==> config.mk <==
export PLATFORM = sky130hd
export DESIGN_NAME = pwm_pulse_rhythm_unit
export DESIGN_NICKNAME = d
export VERILOG_FILES = /design/src/include/pwm_pkg.sv /design/src/include/pwm_ch_if.sv /design/src/rtl/pwm_channel.sv /design/src/rtl/pwm_pulse_rhythm_unit.sv
export SDC_FILE = /design/constraint.sdc
export NUM_CORES = 1
export LEC_CHECK = 0
export BUFFER_PORTS_ARGS = -buffer_cell sky130_fd_sc_hd__buf_2
export CORE_ASPECT_RATIO = 1.2
export CORE_MARGIN = 2
export CORE_UTILIZATION = 50
export CTS_CLUSTER_DIAMETER = 80
export DETAILED_ROUTE_END_ITERATION = 8
export HOLD_SLACK_MARGIN = 0.15
export PLACE_DENSITY = 0.75
export SYNTH_ARGS = -nofsm -noshare
export SYNTH_HDL_FRONTEND = slang
export SYNTH_SLANG_ARGS = --single-unit
==> constraint.sdc <==
create_clock -name clk -period 2.7 [get_ports clk]
set_clock_uncertainty 0.1 [all_clocks]
set_input_delay 0.27 -clock clk [delete_from_list [all_inputs] [get_ports clk]]
set_output_delay 0.27 -clock clk [all_outputs]
set_load 0.05 [all_outputs]
==> src/include/pwm_pkg.sv <==
package pwm_pkg;
    localparam int CH_NUM = 4;
    localparam int DIV_W = 12;
    localparam int DUTY_W = DIV_W + 1;
    localparam int PAT_W = 20;
    localparam int RCNT_W = 5;
    localparam logic [RCNT_W-1:0] RHY_LAST = 5'h13;
    localparam longint CLK_HZ = 10000000;
    localparam longint RHYTHM_TICK_MS = 50;
    localparam int RHYTHM_TICK_CYC = int'((RHYTHM_TICK_MS * CLK_HZ) / 1000);
    localparam int TICK_CNT_W = 24;
    localparam logic [DIV_W-1:0] DIV_RST = 12'h000;
    localparam logic [RCNT_W-1:0] RCNT_RST = RHY_LAST;
endpackage

==> src/include/pwm_ch_if.sv <==
`timescale 1ns/10ps
// one channel's configuration going down and its raw wave coming back
interface pwm_ch_if;
    import pwm_pkg::*;
    logic src_fast;
    logic [DIV_W-1:0] pre;
    logic [DIV_W-1:0] period;
    logic [DUTY_W-1:0] duty;
    logic enable;
    logic restart;
    logic tick_fast;
    logic tick_slow;
    logic wave;
    logic at_wrap;
    modport top (output src_fast, pre, period, duty, enable, restart, tick_fast, tick_slow, input wave, at_wrap);
    modport ch (input src_fast, pre, period, duty, enable, restart, tick_fast, tick_slow, output wave, at_wrap);
endinterface

==> src/rtl/pwm_channel.sv <==
`timescale 1ns/10ps
module pwm_channel
    import pwm_pkg::*;
(
    input wire logic clk,
    input wire logic nrst,
    pwm_ch_if.ch cfg
);
    logic [DIV_W-1:0] pre_cnt_r;
    logic [DIV_W-1:0] cnt_r;
    logic wave_r;
    logic fast_step;
    logic step;
    logic hold;

    ////////////////////////////////////////////////////////////////////////
    // step selection: prescaler only in the fast path
    assign fast_step = cfg.tick_fast && (pre_cnt_r == DIV_RST);
    assign step = cfg.src_fast ? fast_step : cfg.tick_slow;
    assign hold = cfg.restart || !cfg.enable;
    assign cfg.wave = wave_r;
    assign cfg.at_wrap = step && (cnt_r >= cfg.period);

    // prescaler counts fast ticks down, reloading from the setting
    always_ff @(posedge clk or negedge nrst) begin
        if (!nrst) begin
            pre_cnt_r <= DIV_RST;
        end else if (hold || !cfg.src_fast) begin
            pre_cnt_r <= cfg.pre;
        end else if (cfg.tick_fast) begin
            pre_cnt_r <= fast_step ? cfg.pre : pre_cnt_r - 12'h001;
        end
    end

    // period counter; period 0 would stall at zero so one tick is the shortest cycle
    always_ff @(posedge clk or negedge nrst) begin
        if (!nrst) begin
            cnt_r <= DIV_RST;
        end else if (hold) begin
            cnt_r <= DIV_RST;
        end else if (step) begin
            cnt_r <= (cnt_r >= cfg.period) ? DIV_RST : cnt_r + 12'h001;
        end
    end

    // wave is high while the count sits below duty; lags the count by one clock.
    // duty above the period forces high, so a period shrunk below a stale count cannot drop the wave
    always_ff @(posedge clk or negedge nrst) begin
        if (!nrst) begin
            wave_r <= 1'b0;
        end else begin
            wave_r <= cfg.enable && (({1'b0, cnt_r} < cfg.duty) || (cfg.duty > {1'b0, cfg.period}));
        end
    end
endmodule

==> src/rtl/pwm_pulse_rhythm_unit.sv <==
`timescale 1ns/10ps
module pwm_pulse_rhythm_unit
    import pwm_pkg::*;
#(
    parameter int RHYTHM_TICK_CYCLES = RHYTHM_TICK_CYC
)
(
    input wire logic clk,
    input wire logic nrst,
    input wire logic tick_fast,
    input wire logic tick_slow,
    input wire logic [CH_NUM-1:0] ch_enable,
    input wire logic [CH_NUM-1:0] src_fast,
    input wire logic [CH_NUM-1:0][DIV_W-1:0] prescale,
    input wire logic [CH_NUM-1:0][DIV_W-1:0] period,
    input wire logic [CH_NUM-1:0][DUTY_W-1:0] duty,
    input wire logic [CH_NUM-1:0] invert,
    input wire logic [CH_NUM-1:0] mask_enable,
    input wire logic [CH_NUM-1:0] mask_level,
    input wire logic [CH_NUM-1:0][PAT_W-1:0] pattern,
    input wire logic sync_strobe,
    input wire logic [CH_NUM-1:0] sync_select,
    input wire logic rhythm_run,
    input wire logic rhythm_event_enable,
    output logic [CH_NUM-1:0] pwm_out,
    output logic [RCNT_W-1:0] rhythm_count,
    output logic rhythm_event
);
    logic [TICK_CNT_W-1:0] tick_cnt_r;
    logic rhythm_tick;
    logic [RCNT_W-1:0] rcnt_r;
    logic [RCNT_W-1:0] rcnt_nxt;
    logic event_r;
    logic [CH_NUM-1:0] out_r;
    logic [CH_NUM-1:0] out_nxt;
    logic [CH_NUM-1:0] masked;
    logic [CH_NUM-1:0] wave;
    logic [CH_NUM-1:0] wrap;

    localparam logic [TICK_CNT_W-1:0] TICK_LAST = TICK_CNT_W'(RHYTHM_TICK_CYCLES - 1);

    ////////////////////////////////////////////////////////////////////////
    // channels: one interface and one generator each
    for (genvar i = 0; i < CH_NUM; i++) begin : g_ch
        pwm_ch_if u_if ();
        assign u_if.src_fast = src_fast[i];
        assign u_if.pre = prescale[i];
        assign u_if.period = period[i];
        assign u_if.duty = duty[i];
        assign u_if.enable = ch_enable[i];
        assign u_if.restart = sync_strobe && sync_select[i];
        assign u_if.tick_fast = tick_fast;
        assign u_if.tick_slow = tick_slow;
        assign wave[i] = u_if.wave;
        assign wrap[i] = u_if.at_wrap;

        pwm_channel u_ch (
            .clk (clk),
            .nrst (nrst),
            .cfg (u_if.ch)
        );
    end

    ////////////////////////////////////////////////////////////////////////
    // rhythm time base from the system clock, free of any channel state
    assign rhythm_tick = rhythm_run && (tick_cnt_r == TICK_LAST);

    always_ff @(posedge clk or negedge nrst) begin
        if (!nrst) begin
            tick_cnt_r <= '0;
        end else if (!rhythm_run || rhythm_tick) begin
            tick_cnt_r <= '0;
        end else begin
            tick_cnt_r <= tick_cnt_r + 24'h000001;
        end
    end

    // down counter; stopping the run holds the index so the pattern can freeze
    always_comb begin
        rcnt_nxt = rcnt_r;
        if (rhythm_tick) begin
            rcnt_nxt = (rcnt_r == '0) ? RHY_LAST : rcnt_r - 5'h01;
        end
    end

    always_ff @(posedge clk or negedge nrst) begin
        if (!nrst) begin
            rcnt_r <= RCNT_RST;
        end else begin
            rcnt_r <= rcnt_nxt;
        end
    end

    // one pulse per pattern period, at the reload
    always_ff @(posedge clk or negedge nrst) begin
        if (!nrst) begin
            event_r <= 1'b0;
        end else begin
            event_r <= rhythm_event_enable && rhythm_tick && (rcnt_r == '0);
        end
    end

    ////////////////////////////////////////////////////////////////////////
    // mask and polarity; the mask level wins over inversion, so a masked
    // output always shows the chosen level whatever the polarity setting
    always_comb begin
        for (int i = 0; i < CH_NUM; i++) begin
            masked[i] = mask_enable[i] && !pattern[i][rcnt_r];
            out_nxt[i] = masked[i] ? mask_level[i] : (wave[i] ^ invert[i]);
        end
    end

    always_ff @(posedge clk or negedge nrst) begin
        if (!nrst) begin
            out_r <= '0;
        end else begin
            out_r <= out_nxt;
        end
    end

    assign pwm_out = out_r;
    assign rhythm_count = rcnt_r;
    assign rhythm_event = event_r;

    for (genvar i = 0; i < CH_NUM; i++) begin : g_chk

    end
endmodule

==> metrics.txt, run 1 <==
CP Launch Type=flop; Final setup viols=0; commonest non-fill, non-tap cell in the layout=buf_2; HPWL after detailed placement=24960 um; first-pass GRT wire length=52770 um; register share of total power=38.9%; setup ws final=0.2751 ns; Yosys cell types=73; Fill cells=1886; antenna violations before repair=5; Worst Setup End Kind=flop; Final #Nets=2085; Initial DRC Count=413; I/O pins=269; H-tree levels=4; most frequent cells in the layout=267 x buf_2, 154 x ha_1, 131 x dfrtp_1; TNS Setup=0 ns; flop2flop setup slack=0.28 ns; Synth Net Count=1739; sequential share of the synthesized area=29.69%; register area=0.003357 mm2; EDFF count, synth=0; pwr dens=401.6 mW/mm2; Leak Pwr=7.185 nW; CTS Buffer Depth=2; Area Overhead vs Synth=26.90%; RR Startpoint=g_ch[3].u_ch.pre_cnt_r[4]$_DFFE_PN0P_; Fmax=0.4124 GHz; Buffers on Ports=268; share of cells above drive strength 1=21.96%; GP Congestion=0.8976; synthesized instance count=1326; final worst path period need=2.425 ns; area of the multi-input gates=0.007367 mm2; Cell Area, Synth=0.01131 mm2; CTS clk-pin slew, worst paths=0.07 ns; Synth async-reset ratio=100.0%; vias in the first global route=11180; CTS tree=built; Top FF cell, synth=dfrtp_1; NetSw=1.694 mW; final worst path period share=89.81%; core region area=0.02230 mm2; Worst Path Required=2.90 ns; Setup crit start=g_ch[3].u_ch.pre_cnt_r[4]$_DFFE_PN0P_; Worst EP arrival=2.63 ns; vias per cell=5.753; worst setup path class=reg -> reg; drt wl/cell=16.41 um; combinational power share=21.1%; die width=141.3 um; clock root buffer=clkbuf_16; vias post-DR=11320; die area=0.02384 mm2; grt ovf=0; total track usage=27.13%; largest net degree at the start of global routing=59; Seq cells post-synth=134; setup repair after global routing missed its margin=false; # rows=60; Die Span Y=168.7 um; DRC=0; clock share of power=40.1%; Net Sw Frac=29.39%; routed wire length=32280 um; status=complete, no violations; Initial Util=50.72%; clk_lat worst skew=0.42 ns; hold crit path type=in -> reg; Synth Area per Inst=8.528 um2; Num CTS Buffers=17; DP Cell Count=1867; fin cells=1967; Internal=4.069 mW; final hold viol count=0; crit-path max FO=11; antenna-violating nets left=0; slew of the pin with the lowest slew margin=0.8571 ns; Yosys Warn Count=0; worst hold start=ch_enable[1]; Pins Over Slew Limit=0; first drt pass iteration count=5; dpl ws=0.1844 ns; VDD IR-drop max=0.4566 mV; max_cap viols=0; clk sink count=134; Relative slew margins=42.74%
-- routing by layer --
layer,share of wire [%],up-vias,track usage (%)
met5,0.087,-,0
met1,40,5345,31.21
met2,51,353,50.11
li1,-,5550,-
met4,2.8,4,9.174
met3,5.6,65,5.290
-- timing repair --
item	in CTS	in global routing
endpoints found under the hold margin	114	0
resized for setup	0	2
setup buffers	0	0
endpoints found under the setup margin	0	18
hold buffers	65	0
-- Yosys cell counts, drive strengths merged, types with 19 or more instances --
master | number | area share, %
nor4 | 19 | 1.2
nor2 | 130 | 4.4
nand4 | 35 | 1.9
inv | 119 | 4.0
nor3 | 34 | 1.5
nand2 | 86 | 2.9
o21ai | 111 | 4.9
mux4 | 20 | 4.0
xnor2 | 19 | 1.5
ha | 154 | 17
dfrtp | 131 | 29
a21oi | 102 | 4.5
a22o | 20 | 1.5
and3 | 28 | 1.5
nand3 | 48 | 2.1
nor2b | 22 | 1.2
clkbuf | 22 | 0.73
a21o | 22 | 1.5
-- path summary, 6_finish.rpt --
path / end / cells past startpoint
hold reg to reg: tick_cnt_r[0]$_DFF_PN0_ / 1
max in group asynchronous: g_ch[0].u_ch.pre_cnt_r[3]$_DFFE_PN0P_ / 3
setup reg to reg: g_ch[3].u_ch.cnt_r[2]$_DFFE_PN0P_ / 6
setup / recovery: g_ch[3].u_ch.cnt_r[2]$_DFFE_PN0P_ / 6
min in group asynchronous: g_ch[1].u_ch.cnt_r[0]$_DFFE_PN0P_ / 2
hold / removal: g_ch[1].u_ch.cfg.wave$_DFF_PN0_ / 3
-- kinds of logic after synthesis --
family | synth area share (%)
AO/OA/AOI/OAI | 18.98
XOR/XNOR | 2.788
adder cells (fa/ha/maj) | 17.04
buffers and inverters | 5.233
flip-flops | 29.69
multiplexers | 4.924
AND/OR/NAND/NOR | 21.35
-- cell type report --
cell class	count	area share (%)
diodes	3	0.05231
clock buffers	18	3.060
clock inverters	14	1.046
inverters	119	3.113
multi-input cells	1039	51.34
flip-flops and latches	134	23.39
well taps	279	2.433
repair buffers	361	15.56
-- worst max-delay path: stages, from the launching register on --
cell and delay, ns:
dfrtp_1 0.43, or3_1 0.43, nor4_2 0.38, nand2_1 0.19, nand3_1 0.36, o21ai_0 0.16, a22o_1 0.26
-- per-stage QoR --
stage	area [um2]	hold slack [ns]	util (%)	total power, mW
after floorplan	11310	-0.1256	-	2.915
after global placement	13100	0.1766	58.73	3.361
after detailed placement	13100	0.1711	58.73	3.401
after CTS	14340	0.1501	64.29	5.807
after global routing	14350	0.1676	64.36	6.096
final	14350	0.1729	64.36	5.762
-- power by group through the flow --
stage | registers [mW] | logic [mW] | clock network [mW]
CTS | 2.24 | 1.21 | 2.36
finish | 2.24 | 1.21 | 2.31
global route | 2.26 | 1.38 | 2.46
global placement | 2.27 | 1.09 | 0
detailed placement | 2.27 | 1.13 | 0
floorplan | 2.27 | 0.641 | 0
-- registers in the layout (all words and copies together) (netlist names) --
signal,cells
g_ch.u_ch.cnt_r,48
g_ch.u_ch.pre_cnt_r,48
tick_cnt_r,24
rhythm_count,5
g_ch.u_ch.cfg.wave,4
pwm_out,4
rhythm_event,1
(Power assumes the default switching activity.)
==> inputs of run 2 (changes only) <==
--- a/config.mk
+++ b/config.mk
@@ -12,7 +12,7 @@
 export CTS_CLUSTER_DIAMETER = 80
 export DETAILED_ROUTE_END_ITERATION = 8
 export HOLD_SLACK_MARGIN = 0.15
-export PLACE_DENSITY = 0.75
+export PLACE_DENSITY = 0.78
 export SYNTH_ARGS = -nofsm -noshare
 export SYNTH_HDL_FRONTEND = slang
 export SYNTH_SLANG_ARGS = --single-unit
==> constraint.sdc (replaced) <==
create_clock -name clk -period 1.95 [get_ports clk]
set_clock_uncertainty 0.1 [all_clocks]
set_input_delay 0.195 -clock clk [delete_from_list [all_inputs] [get_ports clk]]
set_output_delay 0.195 -clock clk [all_outputs]
set_load 0.05 [all_outputs]
==> run 2 against run 1 <==
The run now ends with negative setup slack left; worst hold slack got worse by 0.024 ns; final area increased by 24%; die area unchanged; sequential power increased by 37%; sequential share of layout area decreased by 4.5 points; via count increased by 20%; first-iteration DRC count increased by 110%; count of clock-buffer cells in the layout increased by 2; setup slack got worse by 0.65 ns; core utilization increased by 16 points; maximum frequency increased by 4.1%; critical path type unchanged; largest cell class unchanged.
==> metrics.txt, run 2 (synthesis gave the netlist of run 1 again) <==
status=finished with violations; failing checks=negative setup slack; WHS=0.1493 ns; H-tree levels=4; final worst path period share=119.4%; drt wl/cell=20.10 um; total track usage=33.88%; share of cells above drive strength 1=42.84%; Internal=5.900 mW; HPWL after detailed placement=27900 um; Tot Pwr=8.736 mW; GP Congestion=0.9057; I/O pins=269; antenna-violating nets left=0; clock root buffer=clkbuf_16; Die Span Y=168.7 um; clk sink count=134; combinational power share=30.4%; Final setup viols=94; grt ovf=0; CTS tree=built; hold crit path type=in -> reg; Pins Over Slew Limit=0; antenna violations before repair=4; Leak Pwr=8.638 nW; max_cap viols=0; final hold viol count=0; dpl ws=-0.3587 ns; die area=0.02384 mm2; first drt pass iteration count=5; Buffers on Ports=268; Worst Path Required=2.15 ns; Worst EP arrival=2.53 ns; Initial Util=50.72%; CTS clk-pin slew, worst paths=0.06 ns; largest net degree at the start of global routing=48; core region area=0.02230 mm2; crit-path max FO=4; Top Registers=g_ch.u_ch.cnt_r (48), g_ch.u_ch.pre_cnt_r (48), tick_cnt_r (24); clk_lat worst skew=0.43 ns; final worst path period need=2.329 ns; vias per cell=6.117; Relative slew margins=23.08%; worst setup path class=reg -> reg; Worst Setup End Kind=flop; vias in the first global route=13490; pwr dens=489.2 mW/mm2; most frequent cells in the layout=266 x buf_2, 219 x buf_4, 137 x ha_1; clock share of power=34.4%; commonest non-fill, non-tap cell in the layout=buf_2; Area Overhead vs Synth=57.92%; register share of total power=35.2%; Fmax=0.4294 GHz; Final #Nets=2328; CP Launch Type=flop; die width=141.3 um; first-pass GRT wire length=64800 um; Net Sw Frac=32.46%; CTS Buffer Depth=2; Num CTS Buffers=17; NetSw=2.835 mW; vias post-DR=13520; setup repair after global routing missed its margin=true; setup ws final=-0.3789 ns; Initial DRC Count=885; slew of the pin with the lowest slew margin=1.151 ns; routed wire length=44450 um; # rows=60; DRC=0; VDD IR-drop max=0.6067 mV
-- run 2: power groups by stage --
stage / registers, mW / clock network, mW / logic, mW
2_1_floorplan: 3.16 / 0 / 0.926
3_3_place_gp: 3.09 / 0 / 1.90
3_5_place_dp: 3.10 / 0 / 1.97
4_1_cts: 3.06 / 3.01 / 2.31
5_1_grt: 3.09 / 3.13 / 2.86
6_report: 3.07 / 3.00 / 2.66
-- run 2: final cells by class --
class	instances	area (um2)
Multi-Input combinational cell	1044	8871
Clock buffer	20	456.7
Antenna cell	4	10.01
Sequential cell	134	3367
Fill cell	1291	4438
Inverter	119	446.7
Tap cell	279	349.1
Clock inverter	12	81.33
Timing Repair Buffer	599	4277
-- run 2: stage by stage --
stage          setup TNS [ns]  utilization, %  cells  cell area, um2
2_1_floorplan          -1.199               -   1326           11580
3_3_place_gp           -7.959           65.69   2047           14650
3_5_place_dp           -15.07           65.69   2047           14650
4_1_cts                -7.748           76.23   2192           17000
5_1_grt                -21.90           80.08   2210           17860
6_report               -14.24           80.10   2211           17860
-- run 2: worst max-delay path: stages (launching register included) --
cell	delay, ns
dfrtp_1	0.36
ha_1	0.17
and4_1	0.29
nand3_2	0.13
nor4_4	0.39
nand2_2	0.17
nor4_4	0.25
mux2_4	0.34
-- run 2: worst paths after layout --
kind                                                       start                                    end  slack (ns)  depth (start not counted)
min in group asynchronous                                   nrst            rhythm_count[4]$_DFFE_PN1P_        0.24                          2
setup reg to reg                         tick_cnt_r[0]$_DFF_PN0_            rhythm_count[3]$_DFFE_PN0P_       -0.38                          7
hold / removal                                          duty[37]        g_ch[2].u_ch.cfg.wave$_DFF_PN0_        0.15                          4
max in group asynchronous                                   nrst        g_ch[1].u_ch.cfg.wave$_DFF_PN0_        0.31                          3
setup / recovery                         tick_cnt_r[0]$_DFF_PN0_            rhythm_count[3]$_DFFE_PN0P_       -0.38                          7
hold reg to reg            g_ch[3].u_ch.pre_cnt_r[6]$_DFFE_PN0P_  g_ch[3].u_ch.pre_cnt_r[6]$_DFFE_PN0P_        0.42                          2
-- run 2: per-layer routing --
metal,vias to the layer above,track usage (%),routed length [um]
met2,765,62.43,22620
met4,2,18.70,2825
li1,6061,-,-
met3,243,6.506,3256
met1,6453,36.15,15740
met5,-,0,11
-- run 2: repair_timing --
item | in CTS | in global routing
endpoints found under the hold margin | 196 | 0
buffers inserted | 32 | 22
resized for setup | 181 | 189
cloned | 9 | 2
pin swaps | 93 | 120
hold buffers | 72 | 0
endpoints found under the setup margin | 119 | 125
==> inputs of run 3 (changes only) <==
==> constraint.sdc (replaced) <==
create_clock -name clk -period 1.95 [get_ports clk]
set_clock_uncertainty 0.1 [all_clocks]
set_input_delay 0.195 -clock clk [delete_from_list [all_inputs] [get_ports clk]]
set_output_delay 0.195 -clock clk [all_outputs]
set_load 0.01 [all_outputs]
==> run 3 against run 2 <==
Worst hold slack better by 0.0055 ns; non-clock buffer count down 16; power is 1.4% higher; combinational power down 3%; sequential share of layout area increased by 0.055 points; the run still ends with negative setup slack left; count of clock-buffer cells in the layout down 2; sequential power hardly changed; sequential cell count stayed put; maximum frequency up 7.9%.
==> metrics.txt, run 3 (synthesis gave the netlist of run 1 again) <==
Area Overhead vs Synth=56.99%; Layout Utilization=79.62%; CTS Buffer Depth=2; slew of the pin with the lowest slew margin=0.6095 ns; setup ws final=-0.2079 ns; max_cap viols=0; design area=0.01775 mm2; Leak Pwr=8.571 nW; grt ovf=0; crit-path max FO=8; CP Launch Type=flop; clk sink count=134; vias in the first global route=13230; most frequent cells in the layout=267 x buf_2, 208 x buf_4, 131 x ha_1, 131 x dfrtp_1, 113 x inv_1; GP Congestion=0.8751; vias per cell=6.072; Initial DRC Count=1113; Relative slew margins=59.19%; R2R Path End=g_ch[3].u_ch.cnt_r[5]$_DFFE_PN0P_; flop2flop setup slack=-0.21 ns; setup repair after global routing missed its margin=true; CTS tree=built; routed wire length=43040 um; Worst EP arrival=2.36 ns; VDD IR-drop max=0.5842 mV; fin cells=2194; status=finished with violations; die area=0.02384 mm2; Final setup viols=96; largest net degree at the start of global routing=48; Die Span Y=168.7 um; share of cells above drive strength 1=41.95%; Worst Setup End Kind=flop; I/O pins=269; first-pass GRT wire length=62090 um; H-tree levels=4; failing checks=negative setup slack; first drt pass iteration count=6; hold crit path type=in -> reg; CP Capture Point=g_ch[3].u_ch.cnt_r[5]$_DFFE_PN0P_; Top Registers=g_ch.u_ch.cnt_r (48), g_ch.u_ch.pre_cnt_r (48), tick_cnt_r (24); DP Cell Count=2044; # rows=60; clock root buffer=clkbuf_16; final hold viol count=0; commonest non-fill, non-tap cell in the layout=buf_2; number of cells on the worst reg-to-reg path=7; Fmax=0.4634 GHz; Num CTS Buffers=17; antenna-violating nets left=0; worst setup path class=reg -> reg; vias post-DR=13320; dpl ws=-0.3088 ns; final worst path period share=110.7%; die width=141.3 um; CTS clk-pin slew, worst paths=0.06 ns; Worst Path Required=2.15 ns; drt wl/cell=19.62 um; total track usage=32.04%; antenna violations before repair=1; RR Startpoint=g_ch[3].u_ch.cnt_r[7]$_DFFE_PN0P_; Buffers on Ports=268; DRC=0; HPWL after detailed placement=27740 um; WHS=0.1548 ns; Setup crit start=g_ch[3].u_ch.cnt_r[7]$_DFFE_PN0P_; final worst path period need=2.158 ns; core region area=0.02230 mm2; clk_lat worst skew=0.42 ns; Area after DPL=0.01461 mm2; pwr dens=498.9 mW/mm2; Initial Util=50.72%; Final #Nets=2314; Pins Over Slew Limit=0
[run 3: changes by cell type in the layout (fill, tap and decap cells not counted), moves of 6 or more]
cell | previous run | this run
nor2_1 | 89 | 102
o21ai_1 | 34 | 41
ha_1 | 137 | 131
nor2_4 | 27 | 18
buf_4 | 219 | 208
ha_4 | 11 | 21
[run 3: final cells by class]
| class | count | area, um2 |
|---|---|---|
| timing repair buffer | 583 | 4104 |
| fill | 1277 | 4543 |
| clock buffer | 18 | 429.2 |
| clock inverter | 14 | 153.9 |
| antenna | 1 | 2.502 |
| inverter | 119 | 446.7 |
| sequential | 134 | 3357 |
| multi-input combinational | 1046 | 8911 |
| tap | 279 | 349.1 |
[run 3: worst max-delay path, cell delays in order (launching register included)]
cell,delay (ns)
dfrtp_1,0.39
ha_1,0.31
o21ai_0,0.09
o21bai_1,0.26
a21oi_4,0.14
o21ai_4,0.33
o21ai_1,0.16
a22o_1,0.26
[run 3: worst min-delay path by stage]
| stage | endpoint | slack, ns | startpoint | depth (start not counted) |
|---|---|---|---|---|
| after floorplan | g_ch[0].u_ch.cfg.wave$_DFF_PN0_ | -0.20 | nrst | 0 |
| after detailed placement | g_ch[2].u_ch.cnt_r[3]$_DFFE_PN0P_ | 0.06 | nrst | 1 |
| after global placement | g_ch[2].u_ch.cnt_r[3]$_DFFE_PN0P_ | 0.06 | nrst | 1 |
| final | g_ch[2].u_ch.pre_cnt_r[8]$_DFFE_PN0P_ | 0.15 | prescale[32] | 4 |
| after global routing | g_ch[2].u_ch.pre_cnt_r[8]$_DFFE_PN0P_ | 0.16 | prescale[32] | 4 |
| after CTS | g_ch[2].u_ch.pre_cnt_r[8]$_DFFE_PN0P_ | 0.15 | prescale[32] | 4 |
[run 3: power breakdown]
| group | internal [mW] | leakage [nW] | switching [mW] | total, mW |
|---|---|---|---|---|
| combinational | 1.26 | 6.59 | 1.33 | 2.59 |
| clock | 1.89 | 0.265 | 1.31 | 3.20 |
| sequential | 2.94 | 1.72 | 0.128 | 3.07 |
| total | 6.09 | 8.57 | 2.77 | 8.86 |
[run 3: metal layers]
layer / global-route usage [%] / part of all wire (%) / vias to the layer above
met3: 5.460 / 7.0 / 191
met2: 59.08 / 52 / 765
met5: 0 / 0 / -
met1: 35.38 / 36 / 6346
met4: 15.83 / 5.1 / 0
li1: - / - / 6019
[run 3: timing repair]
item,in CTS,in global routing
hold buffers,70,1
endpoints found under the setup margin,121,120
pin swaps,44,104
resized for setup,108,235
hold endpoints to repair,203,1
setup buffers,19,19
cloned,7,5
[run 3: through the flow]
step                      power (mW)  setup TNS [ns]
after global placement         4.962          -8.123
after CTS                      8.504          -2.643
final                          8.858          -6.935
after floorplan                4.048          -1.233
after global routing           9.232          -14.08
after detailed placement       5.051          -13.35
